<file path="src/verilog/clock_source_pkg.sv">
// Constants, field layout and mode encoding for the clock source unit
// Overview of operation
// - Reset lands in engaged internal mode
// - Engaged external: loop on external reference
// - Bypassed internal: loop runs, system from internal
// - Internal low power: loop off, no debug
// - Bypassed external: loop runs, system from external
// - External low power: loop off, no debug
// - Stop: no loop, system, debug clocks
// - Source select picks source; code 11 acts 00
// - Reference divider divides by two to N
// - Reference select bit picks internal or external
// - Internal reference output gated by enable
// - Internal reference survives stop if enabled
// - Bus divider divides by 1, 2, 4, 8
// - Range bit picks crystal frequency range
// - Gain bit picks high gain or low power
// - Loop-off bit stops loop in bypass, except debug
// - Kind bit requests crystal or clock input
// - External reference output gated by enable
// - External reference survives stop if enabled
// - Loop locks at 512 times divided reference
// - Mode status lags through synchronisation
package clock_source_pkg;

  // Register byte addresses
  localparam logic [3:0] SRC_CTL_ADDR = 4'h0;
  localparam logic [3:0] BUS_CTL_ADDR = 4'h4;
  localparam logic [3:0] STATUS_ADDR  = 4'h8;

  // Reset values
  localparam logic [7:0] SRC_CTL_RESET = 8'h04;
  localparam logic [7:0] BUS_CTL_RESET = 8'h40;

  // Source control fields
  localparam int SRC_SEL_LSB     = 6;
  localparam int REF_DIV_LSB     = 3;
  localparam int REF_SEL_BIT     = 2;
  localparam int INT_OUT_EN_BIT  = 1;
  localparam int INT_STOP_EN_BIT = 0;

  // Bus divider and crystal control fields
  localparam int BUS_DIV_LSB     = 6;
  localparam int RANGE_BIT       = 5;
  localparam int GAIN_BIT        = 4;
  localparam int LOOP_OFF_BIT    = 3;
  localparam int EXT_KIND_BIT    = 2;
  localparam int EXT_OUT_EN_BIT  = 1;
  localparam int EXT_STOP_EN_BIT = 0;

  // Source select codes
  localparam logic [1:0] SRC_LOOP = 2'h0;
  localparam logic [1:0] SRC_INT  = 2'h1;
  localparam logic [1:0] SRC_EXT  = 2'h2;
  localparam logic [1:0] SRC_RSVD = 2'h3;

  // Loop lock ratio and counter width
  localparam int         LOOP_CNT_W = 11;
  localparam logic [10:0] LOOP_MULT = 11'h200;

  typedef enum logic [6:0] {
    MODE_ENG_INT        = 7'h01,
    MODE_ENG_EXT        = 7'h02,
    MODE_BYP_INT        = 7'h04,
    MODE_BYP_INT_LOWPWR = 7'h08,
    MODE_BYP_EXT        = 7'h10,
    MODE_BYP_EXT_LOWPWR = 7'h20,
    MODE_STOP           = 7'h40
  } mode_t;

endpackage

</file>
<file path="src/verilog/pow2_divider.sv">
// Tick divider by two raised to a selectable power
`timescale 1ns/1ps
module pow2_divider
  import clock_source_pkg::*;
#(
  parameter int SEL_W = 3
)
(
  // Clock and reset
  input  wire logic             clk_in,
  input  wire logic             rst_n_in,
  // Tick stream
  input  wire logic             tick_in,
  input  wire logic [SEL_W-1:0] sel_in,
  output logic                  tick_out
);
  localparam int CNT_W = (1 << SEL_W) - 1;

  logic [CNT_W-1:0] count_reg;
  wire  [CNT_W-1:0] mask = CNT_W'((1 << sel_in) - 1);
  wire              wrap = tick_in && ((count_reg & mask) == mask);

  // Free counter of input ticks; output on every 2^sel-th tick
  always_ff @(posedge clk_in or negedge rst_n_in)
  begin
    if (!rst_n_in)
    begin
      count_reg <= '0;
      tick_out  <= 1'b0;
    end
    else
    begin
      if (tick_in)
        count_reg <= count_reg + 1'b1;
      tick_out <= wrap;
    end
  end
endmodule

</file>
<file path="src/verilog/clock_source_unit.sv">
// Clock source unit: mode control, loop control, dividers, register slave
//
// Added by the designer: register access over Avalon-MM and the register addresses.
`timescale 1ns/1ps
module clock_source_unit
  import clock_source_pkg::*;
#(
  parameter int TRIM_W = 9
)
(
  // Clock and reset
  input  wire logic              ref_clk_in,
  input  wire logic              rst_n_in,
  // Avalon-MM slave
  input  wire logic [3:0]        avs_address_in,
  input  wire logic              avs_read_in,
  input  wire logic              avs_write_in,
  input  wire logic [31:0]       avs_writedata_in,
  input  wire logic [3:0]        avs_byteenable_in,
  output logic      [31:0]       avs_readdata_out,
  output logic                   avs_waitrequest_out,
  // Chip state
  input  wire logic              stop_in,
  input  wire logic              debug_active_in,
  // Raw clock ticks from the oscillators
  input  wire logic              int_ref_tick_in,
  input  wire logic              ext_ref_tick_in,
  input  wire logic              loop_tick_in,
  // Clock outputs and enables
  output logic                   system_clock_enable_out,
  output logic                   system_tick_out,
  output logic                   bus_tick_out,
  output logic                   debug_clock_enable_out,
  // Loop control
  output logic                   loop_enable_out,
  output logic                   loop_ref_internal_out,
  output logic      [TRIM_W-1:0] loop_trim_out,
  // Reference outputs
  output logic                   internal_ref_enable_out,
  output logic                   internal_ref_clock_out,
  output logic                   external_ref_enable_out,
  output logic                   external_ref_clock_out,
  // Crystal control
  output logic                   crystal_request_out,
  output logic                   crystal_high_range_out,
  output logic                   crystal_high_gain_out
);

  // Mode from source select, reference select, loop-off and debug state
  function automatic mode_t decode_mode(input logic [1:0] src, input logic ref_int,
                                        input logic loop_off, input logic dbg);
    logic lowpwr;
    lowpwr = loop_off && !dbg;
    if (src == SRC_INT)
      decode_mode = lowpwr ? MODE_BYP_INT_LOWPWR : MODE_BYP_INT;
    else if (src == SRC_EXT)
      decode_mode = lowpwr ? MODE_BYP_EXT_LOWPWR : MODE_BYP_EXT;
    else
      decode_mode = ref_int ? MODE_ENG_INT : MODE_ENG_EXT;
  endfunction

  function automatic logic uses_internal(input mode_t m);
    uses_internal = (m == MODE_ENG_INT) || (m == MODE_BYP_INT) ||
                    (m == MODE_BYP_INT_LOWPWR);
  endfunction

  function automatic logic uses_external(input mode_t m);
    uses_external = (m == MODE_ENG_EXT) || (m == MODE_BYP_EXT) ||
                    (m == MODE_BYP_EXT_LOWPWR);
  endfunction

  // Reset release through two flip-flops
  logic rst_meta_reg;
  logic rst_sync_reg;
  always_ff @(posedge ref_clk_in or negedge rst_n_in)
  begin
    if (!rst_n_in)
    begin
      rst_meta_reg <= 1'b0;
      rst_sync_reg <= 1'b0;
    end
    else
    begin
      rst_meta_reg <= 1'b1;
      rst_sync_reg <= rst_meta_reg;
    end
  end
  wire rst_n = rst_sync_reg;

  logic [7:0]            src_ctl_reg;
  logic [7:0]            bus_ctl_reg;
  mode_t                 mode_reg;
  mode_t                 last_run_reg;
  logic [1:0]            status_meta_reg;
  logic [1:0]            status_reg;
  logic [LOOP_CNT_W-1:0] loop_cnt_reg;
  logic                  filter_tick;

  // Register fields
  wire [1:0] source_select       = src_ctl_reg[SRC_SEL_LSB +: 2];
  wire [2:0] reference_divider   = src_ctl_reg[REF_DIV_LSB +: 3];
  wire       reference_select    = src_ctl_reg[REF_SEL_BIT];
  wire       int_out_en          = src_ctl_reg[INT_OUT_EN_BIT];
  wire       int_stop_en         = src_ctl_reg[INT_STOP_EN_BIT];
  wire [1:0] bus_divider         = bus_ctl_reg[BUS_DIV_LSB +: 2];
  wire       bypass_loop_off     = bus_ctl_reg[LOOP_OFF_BIT];
  wire       external_ref_kind   = bus_ctl_reg[EXT_KIND_BIT];
  wire       ext_out_en          = bus_ctl_reg[EXT_OUT_EN_BIT];
  wire       ext_stop_en         = bus_ctl_reg[EXT_STOP_EN_BIT];

  // Bus request decode
  wire bus_req   = avs_read_in || avs_write_in;
  wire bus_done  = bus_req && !avs_waitrequest_out;
  wire wr_accept = bus_done && avs_write_in && avs_byteenable_in[0];
  wire wr_src    = wr_accept && (avs_address_in == SRC_CTL_ADDR);
  wire wr_bus    = wr_accept && (avs_address_in == BUS_CTL_ADDR);

  // Read selection; unmapped addresses read zero
  wire [7:0] rd_byte;
  assign rd_byte = (avs_address_in == SRC_CTL_ADDR) ? src_ctl_reg :
                   (avs_address_in == BUS_CTL_ADDR) ? bus_ctl_reg :
                   (avs_address_in == STATUS_ADDR)  ? {6'h00, status_reg} : 8'h00;

  // One wait cycle per request, then registers and read data update
  always_ff @(posedge ref_clk_in or negedge rst_n)
  begin
    if (!rst_n)
    begin
      avs_waitrequest_out <= 1'b1;
      avs_readdata_out    <= 32'h0000_0000;
      src_ctl_reg         <= SRC_CTL_RESET;
      bus_ctl_reg         <= BUS_CTL_RESET;
    end
    else
    begin
      avs_waitrequest_out <= !(bus_req && avs_waitrequest_out);
      if (bus_req && avs_waitrequest_out)
        avs_readdata_out <= {24'h00_0000, rd_byte};
      if (wr_src)
        src_ctl_reg <= avs_writedata_in[7:0];
      if (wr_bus)
        bus_ctl_reg <= avs_writedata_in[7:0];
    end
  end

  // Operating mode; stop overrides everything
  mode_t mode_next;
  assign mode_next = stop_in ? MODE_STOP :
                     decode_mode(source_select, reference_select,
                                 bypass_loop_off, debug_active_in);

  always_ff @(posedge ref_clk_in or negedge rst_n)
  begin
    if (!rst_n)
    begin
      mode_reg     <= MODE_ENG_INT;
      last_run_reg <= MODE_ENG_INT;
    end
    else
    begin
      mode_reg <= mode_next;
      if (mode_reg != MODE_STOP)
        last_run_reg <= mode_reg;
    end
  end

  // Per-mode clock decisions
  logic       loop_on;
  logic       sys_on;
  logic [1:0] mode_code;
  always_comb
  begin
    loop_on   = 1'b0;
    sys_on    = 1'b1;
    mode_code = SRC_LOOP;
    case (mode_reg)
      MODE_ENG_INT:        loop_on = 1'b1;
      MODE_ENG_EXT:        loop_on = 1'b1;
      MODE_BYP_INT:
      begin
        loop_on   = 1'b1;
        mode_code = SRC_INT;
      end
      MODE_BYP_INT_LOWPWR: mode_code = SRC_INT;
      MODE_BYP_EXT:
      begin
        loop_on   = 1'b1;
        mode_code = SRC_EXT;
      end
      MODE_BYP_EXT_LOWPWR: mode_code = SRC_EXT;
      MODE_STOP:           sys_on = 1'b0;
      default:             sys_on = 1'b0;
    endcase
  end

  // Reference oscillators: kept while used or enabled; in stop only by stop enable
  wire in_stop = (mode_reg == MODE_STOP);
  wire int_on  = in_stop ? (int_stop_en && (int_out_en || uses_internal(last_run_reg)))
                         : (int_out_en || uses_internal(mode_reg) ||
                            (loop_on && reference_select));
  wire ext_on  = in_stop ? (ext_stop_en && (ext_out_en || uses_external(last_run_reg)))
                         : (ext_out_en || uses_external(mode_reg) ||
                            (loop_on && !reference_select));

  // Gated ticks
  wire int_tick  = int_ref_tick_in && internal_ref_enable_out;
  wire ext_tick  = ext_ref_tick_in && external_ref_enable_out;
  wire loop_ref  = loop_enable_out && (reference_select ? int_tick : ext_tick);
  wire sys_tick  = !system_clock_enable_out    ? 1'b0 :
                   (mode_code == SRC_INT)      ? int_tick :
                   (mode_code == SRC_EXT)      ? ext_tick : loop_tick_in;

  // Loop reference divider
  pow2_divider #(.SEL_W(3)) ref_div_u
  (
    .clk_in   (ref_clk_in),
    .rst_n_in (rst_n),
    .tick_in  (loop_ref),
    .sel_in   (reference_divider),
    .tick_out (filter_tick)
  );

  // Bus clock divider on the selected system ticks
  pow2_divider #(.SEL_W(2)) bus_div_u
  (
    .clk_in   (ref_clk_in),
    .rst_n_in (rst_n),
    .tick_in  (system_tick_out),
    .sel_in   (bus_divider),
    .tick_out (bus_tick_out)
  );

  // Frequency lock: loop ticks per divided reference period against the ratio
  wire cnt_full  = (loop_cnt_reg == {LOOP_CNT_W{1'b1}});
  wire trim_max  = (loop_trim_out == {TRIM_W{1'b1}});
  wire trim_min  = (loop_trim_out == '0);
  wire too_slow  = filter_tick && (loop_cnt_reg < LOOP_MULT) && !trim_max;
  wire too_fast  = filter_tick && (loop_cnt_reg > LOOP_MULT) && !trim_min;

  always_ff @(posedge ref_clk_in or negedge rst_n)
  begin
    if (!rst_n)
    begin
      loop_cnt_reg  <= '0;
      loop_trim_out <= '0;
    end
    else if (!loop_enable_out)
      loop_cnt_reg <= '0;
    else
    begin
      if (filter_tick)
        loop_cnt_reg <= LOOP_CNT_W'(loop_tick_in);
      else if (loop_tick_in && !cnt_full)
        loop_cnt_reg <= loop_cnt_reg + 1'b1;
      if (too_slow)
        loop_trim_out <= loop_trim_out + 1'b1;
      else if (too_fast)
        loop_trim_out <= loop_trim_out - 1'b1;
    end
  end

  // Registered clock control outputs
  always_ff @(posedge ref_clk_in or negedge rst_n)
  begin
    if (!rst_n)
    begin
      system_clock_enable_out <= 1'b1;
      system_tick_out         <= 1'b0;
      debug_clock_enable_out  <= 1'b1;
      loop_enable_out         <= 1'b1;
      loop_ref_internal_out   <= 1'b1;
      internal_ref_enable_out <= 1'b1;
      internal_ref_clock_out  <= 1'b0;
      external_ref_enable_out <= 1'b0;
      external_ref_clock_out  <= 1'b0;
      crystal_request_out     <= 1'b0;
      crystal_high_range_out  <= 1'b0;
      crystal_high_gain_out   <= 1'b0;
    end
    else
    begin
      system_clock_enable_out <= sys_on;
      system_tick_out         <= sys_tick;
      debug_clock_enable_out  <= loop_on;
      loop_enable_out         <= loop_on;
      loop_ref_internal_out   <= reference_select;
      internal_ref_enable_out <= int_on;
      internal_ref_clock_out  <= int_tick && int_out_en;
      external_ref_enable_out <= ext_on;
      external_ref_clock_out  <= ext_tick && ext_out_en;
      crystal_request_out     <= ext_on && external_ref_kind;
      crystal_high_range_out  <= bus_ctl_reg[RANGE_BIT];
      crystal_high_gain_out   <= bus_ctl_reg[GAIN_BIT];
    end
  end

  // Mode status through a two-stage synchroniser
  always_ff @(posedge ref_clk_in or negedge rst_n)
  begin
    if (!rst_n)
    begin
      status_meta_reg <= SRC_LOOP;
      status_reg      <= SRC_LOOP;
    end
    else
    begin
      status_meta_reg <= mode_code;
      status_reg      <= status_meta_reg;
    end
  end
endmodule

</file>
<file path="config.mk">
export PLATFORM = sky130hd
export DESIGN_NAME = clock_source_unit
export DESIGN_NICKNAME = d
export VERILOG_FILES = /design/src/verilog/clock_source_pkg.sv /design/src/verilog/pow2_divider.sv /design/src/verilog/clock_source_unit.sv
export SDC_FILE = /design/constraint.sdc
export NUM_CORES = 1
export LEC_CHECK = 0
export BUFFER_PORTS_ARGS = -buffer_cell sky130_fd_sc_hd__buf_4
export CAP_MARGIN = 20
export CORE_MARGIN = 1
export CORE_UTILIZATION = 54
export CTS_BUF_LIST = sky130_fd_sc_hd__clkbuf_16
export DETAILED_ROUTE_END_ITERATION = 6
export GPL_TIMING_DRIVEN = 0
export PLACE_DENSITY_LB_ADDON = 0.15
export SLEW_MARGIN = 20
export SYNTH_ARGS = -nofsm -noshare
export SYNTH_HDL_FRONTEND = slang
export SYNTH_HIERARCHICAL = 1
export SYNTH_SLANG_ARGS = --single-unit
</file>
<file path="constraint.sdc">
create_clock -name ref_clk_in -period 3.5 [get_ports ref_clk_in]
set_input_delay 0.525 -clock ref_clk_in [delete_from_list [all_inputs] [get_ports ref_clk_in]]
set_output_delay 0.525 -clock ref_clk_in [all_outputs]
set_load 0.01 [all_outputs]
</file>
Word level (Yosys, flattened, before mapping)
Cells that the tools add are included.
{ "totals": {"output_inout_bits": 55, "reg_bits": 88} }
{ "op_classes": {"magnitude_cmp": 2, "n_bitwise": 2, "mux": 23, "shifts": 2, "addsub": 7, "n_eq_ne": 25, "n_reduce_logical": 54} }
{ "ops": {"columns": ["operator", "n"], "rows": [
  ["11-bit two-way mux", 3],
  ["1-bit logical AND", 24],
  ["6-bit two-way mux", 3],
  ["9-bit two-way mux", 2],
  ["8-bit two-way mux", 2],
  ["1-bit logical OR", 15],
  ["7-bit by 1-bit == test with 1-bit output (second input constant)", 2],
  ["7-bit by 2-bit == test with 1-bit output (second input constant)", 2],
  ["7-bit by 3-bit == test with 1-bit output (second input constant)", 2],
  ["7-bit by 4-bit == test with 1-bit output (second input constant)", 2],
  ["7-bit by 5-bit == test with 1-bit output (second input constant)", 2],
  ["7-bit by 6-bit == test with 1-bit output (second input constant)", 2],
  ["11-bit by 1-bit adder with 11-bit output (second input constant)", 1],
  ["11-bit == test (second input constant)", 1],
  ["11-bit by 10-bit greater-than comparator with 1-bit output (second input constant)", 1],
  ["11-bit by 10-bit less-than comparator with 1-bit output (second input constant)", 1],
  ["9-bit by 1-bit adder with 9-bit output (second input constant)", 1],
  ["9-bit == test (second input constant)", 1],
  ["9-bit zero test", 1],
  ["9-bit by 1-bit subtractor with 9-bit output (second input constant)", 1],
  ["1-bit two-way mux", 8],
  ["7-bit by 1-bit adder with 7-bit output (second input constant)", 1],
  ["7-bit bitwise AND", 1],
  ["7-bit == test", 1],
  ["25 further kinds", 35]
]} }

Logic depth before layout (Yosys ltp)
{ "logic_depth": {"word_depth": 7, "depth_mapped": 9} }

Hierarchy
The synthesis kept the hierarchy.
{ "by_module_without_submodules": {"columns": ["mod", "seq_area_each_um2", "cells_per_inst", "n_inst", "area_each_um2"], "rows": [
  ["clock_source_unit", 1913.1, 380, 1, 3995.1],
  ["pow2_divider at ref_div_u", 200.2, 35, 1, 374.1],
  ["pow2_divider at bus_div_u", 100.1, 14, 1, 171.4]
]} }

Worst setup path before layout
No wires, ideal clock.
{ "synth_timing": {"path_type": "flip-flop to flip-flop", "startpoint": "reg loop_trim_out[8]", "endpoint": "reg loop_trim_out[6]", "setup_time_ns": 0.125, "synth_period_minus_slack_ns": 2.634, "stages_incl_launch_ff": 9, "t_arrival_ns": 2.510, "path_slack_ns": 0.866, "path_cell_list": "dfrtp_1 > nand4_1 > o31ai_2 > inv_1 > fa_1 > nand2b_1 > a211oi_1 > o311ai_0 > mux2_2"} }
{ "synth_via": {"elab_chain_cells": 5, "elab_cells_between_ends": 9, "classes_between": "eq/ne: 1; mux: 1; reduce/logical: 7"} }
{ "synth_rtl": {"columns": ["element", "line_no", "rtl"], "rows": [
  ["from (decl)", "clock_source_unit.sv:37", "output logic [TRIM_W-1:0] loop_trim_out,"],
  ["from (signal assigned)", "clock_source_unit.sv:256", "loop_trim_out <= loop_trim_out + 1'b1;"],
  ["from (signal assigned)", "clock_source_unit.sv:258", "loop_trim_out <= loop_trim_out - 1'b1;"],
  ["9-bit == test / 9-bit zero test (equally long branches)", "clock_source_unit.sv:235, clock_source_unit.sv:236", null],
  ["1-bit zero test (on tied branches)", "clock_source_unit.sv:237, clock_source_unit.sv:238", null],
  ["1-bit logical AND (on tied branches)", "clock_source_unit.sv:237, clock_source_unit.sv:238", null],
  ["2-bit nonzero test (no line)", null, null],
  ["2-bit AND reduction (no line)", null, null]
]} }
Several ways; a longest one is shown, not always the timed one.
A chain may end at the register's enable or synchronous reset.

Final worst setup path
Same ends and word-level chain as after synthesis.

==> reports/qor.txt <==
status - complete, no violations
VDD IR max - 291 µV
die height - 93.7 µm
cts bufs inserted - 9
placed instance count - 610
Final Cycle Share - 0.863
WL final - 9340 µm
Remaining DRCs - 0
routed length per instance - 14.9 µm
EDFF count, synth - 0
Setup crit start kind - flop
Post-synth ARST share - 1.00
Max stage delay on crit path - 0.63 ns
worst-margin pin slew - 0.779 ns
reg-to-reg startpoint - loop_trim_out[8]
Leak Pwr - 2.75 nW
Ports - 104
total clock sinks - 88
CTS resizes - 0
Worst Path Required - 3.72 ns
Overflow after GRT - 0
Synth top cells by count - dfrtp_1 (79), nand2_1 (40), nor2_1 (28)
clock slew at reported path FFs - 0.07 ns
initial antenna violation count - 0
Peak Freq - 0.331 GHz
Final GP Congestion - 0.809
Final Non-Filler Cells - 627
Pwr per Cell Area - 616 nW/µm²
Area growth syn-to-layout - 22.0%
Slew Limit Fails - 0
DIE WIDTH - 93.7 µm
Clock Tree Buf Depth - 2
clk_skew - 0.0134 ns
row cnt - 33
post-synth top area cell - dfrtp_1
Avg Cell Area, Syn - 10.6 µm²
Syn Inst Count - 429
Worst path slowest cell - o31ai_2
synthesized flop and latch total - 88
register area - 2220 µm²
Main synth FF type - dfrtp_1
Synth Cell Area - 4540 µm²
Worst slew margin - 0.478
critical path class - flop to flop
pre-CTS setup slack - 0.482 ns
Final HPWL DP - 6550 µm
worst path cell trace - nand4_1 -> o31ai_2 -> inv_1 -> fa_1 -> nand2b_1 -> a211oi_1 -> o311ai_0 -> mux2_2
GR Util All Layers - 0.229
Fin. Hold Viols - 0
ant diodes - 0
Crit Path Max Fanout - 9
layout filler cell count - 629
Starting Density - 0.555
sequential cell area fraction in the yosys report - 0.487
crit path time final - 3.02 ns
most common cell in the netlist - dfrtp_1
drt first pass iters - 5
area of the die - 8780 µm²
first-pass GRT wire length - 15400 µm
clk_lat worst skew - 0.34 ns
post-route setup TNS - 0 ns
Critical path buffers and inverters - 1
maxcap violations - 0
post-route antenna net violation count - 0
post-synth cell types - 60
delay-heaviest family, CP - compound AO/OA/AOI/OAI gates
count of final setup violators - 0
top-area cell type share of the netlist area - 0.435
area occupied by multi-input gates - 2110 µm²
largest net degree at the start of global routing - 53
Worst EP arrival - 3.24 ns
Core Area - 8180 µm²
vias per cell - 5.41
Layout Nets - 578
H-tree levels - 3
DR vias - 3395
initial DRC count - 198
CP Capture Type - flop
RSZ-0062 raised after global routing - false
CTS tree - yes
Synth warnings - 6
PortBufs - 52
CTS root buf - clkbuf_16
Hold Crit Class - flop to asynchronous set/reset pin
layout cells sized above 1 - 0.270
top post-synthesis cells by area - dfrtp_1 (44%), dfstp_2 (5.2%), mux2_2 (5.2%), buf_4 (4.1%), nand2_1 (3.3%)
Final WS setup - 0.481 ns
source of the critical timing path - loop_trim_out[8]
max reg flops - 11
vias in the first global route - 3281
[metrics by stage]
step                 util  area, µm²  total power [mW]  hold slack, ns
floorplan               -       4630              1.99           0.229
global placement    0.630       5150              2.24           0.307
detailed placement  0.634       5180              2.29           0.308
global route        0.678       5540              3.60           0.326
finish              0.678       5540              3.41           0.299
CTS                 0.678       5540              3.43           0.313
[placed cells by master (no fill, tap or decap), types with 4 or more instances in the layout]
master / synthesis / routed
dfrtp_1: 79 / 78
nor3_1: 10 / 10
nor2b_1: 6 / 6
nand3_1: 8 / 8
buf_4: 25 / 77
nand4_1: 6 / 6
nor4_1: 6 / 6
and3_1: 7 / 7
nor2_1: 28 / 28
mux2_2: 21 / 21
a21o_1: 7 / 7
clkbuf_1: 5 / 5
nand2_1: 40 / 40
a211oi_1: 4 / 4
conb_1: 2 / 25
clkbuf_16: 0 / 9
xnor2_1: 13 / 13
ha_1: 11 / 11
mux2i_1: 11 / 11
a21oi_1: 13 / 13
xor2_1: 13 / 13
inv_1: 15 / 15
dfstp_2: 9 / 9
o21ai_0: 25 / 25
nand2b_1: 10 / 10
[worst register-to-register path: cells and delay by family (launching register included)]
family	cells	cell delay, ns
multiplexers	1	0.28
adder cells (fa/ha/maj)	1	0.45
AND/OR/NAND/NOR	2	0.32
flip-flops	1	0.48
AO/OA/AOI/OAI	3	1.16
buffers and inverters	1	0.21
[what timing repair did]
item / CTS / global route
hold buffers: 1 / 0
endpoints found under the hold margin: 2 / 0
setup buffers: 0 / 0
[worst paths after layout]
path                       depth (start not counted)                     to  slack, ns
setup / recovery                                   8       loop_trim_out[6]       0.48
hold / removal                                     0    avs_readdata_out[3]       0.30
setup reg to reg                                   8       loop_trim_out[6]       0.48
hold reg to reg                                    0    avs_readdata_out[3]       0.30
max in group asynchronous                          1  loop_ref_internal_out       2.52
min in group ref_clk_in                            1            mode_reg[6]       0.32
[routing by layer]
layer / global-route usage / part of all wire
met2: 0.386 / 0.51
met1: 0.290 / 0.43
met5: 0 / 0
met3: 0.0453 / 0.042
met4: 0.0936 / 0.018
[power breakdown]
group | switching [mW] | internal (mW) | leakage, nW | total [mW]
clock network | 0.418 | 0.707 | 0.172 | 1.12
registers | 0.184 | 1.18 | 1.15 | 1.36
logic | 0.460 | 0.467 | 1.43 | 0.927
total | 1.06 | 2.35 | 2.75 | 3.41
[area by class of cell]
cell class,instances,area share
multi-input cells,312,0.382
well taps,105,0.0237
inverters,16,0.0108
plain buffers,36,0.0434
flip-flops and latches,88,0.400
clock buffers,9,0.0407
clock inverters,7,0.0224
repair buffers,54,0.0773
[kinds of logic (layout without fill, tap and decap cells)]
family                   Yosys count  count (layout)  share of synthesized area
multiplexers                      33              33                     0.0796
adder cells (fa/ha/maj)           12              12                     0.0347
AND/OR/NAND/NOR                  143             143                      0.167
other                              2              25                    0.00165
flip-flops                        88              88                      0.487
buffers and inverters             52             122                     0.0661
XOR/XNOR                          26              26                     0.0502
AO/OA/AOI/OAI                     73              73                      0.113
(Power assumes the default switching activity.)
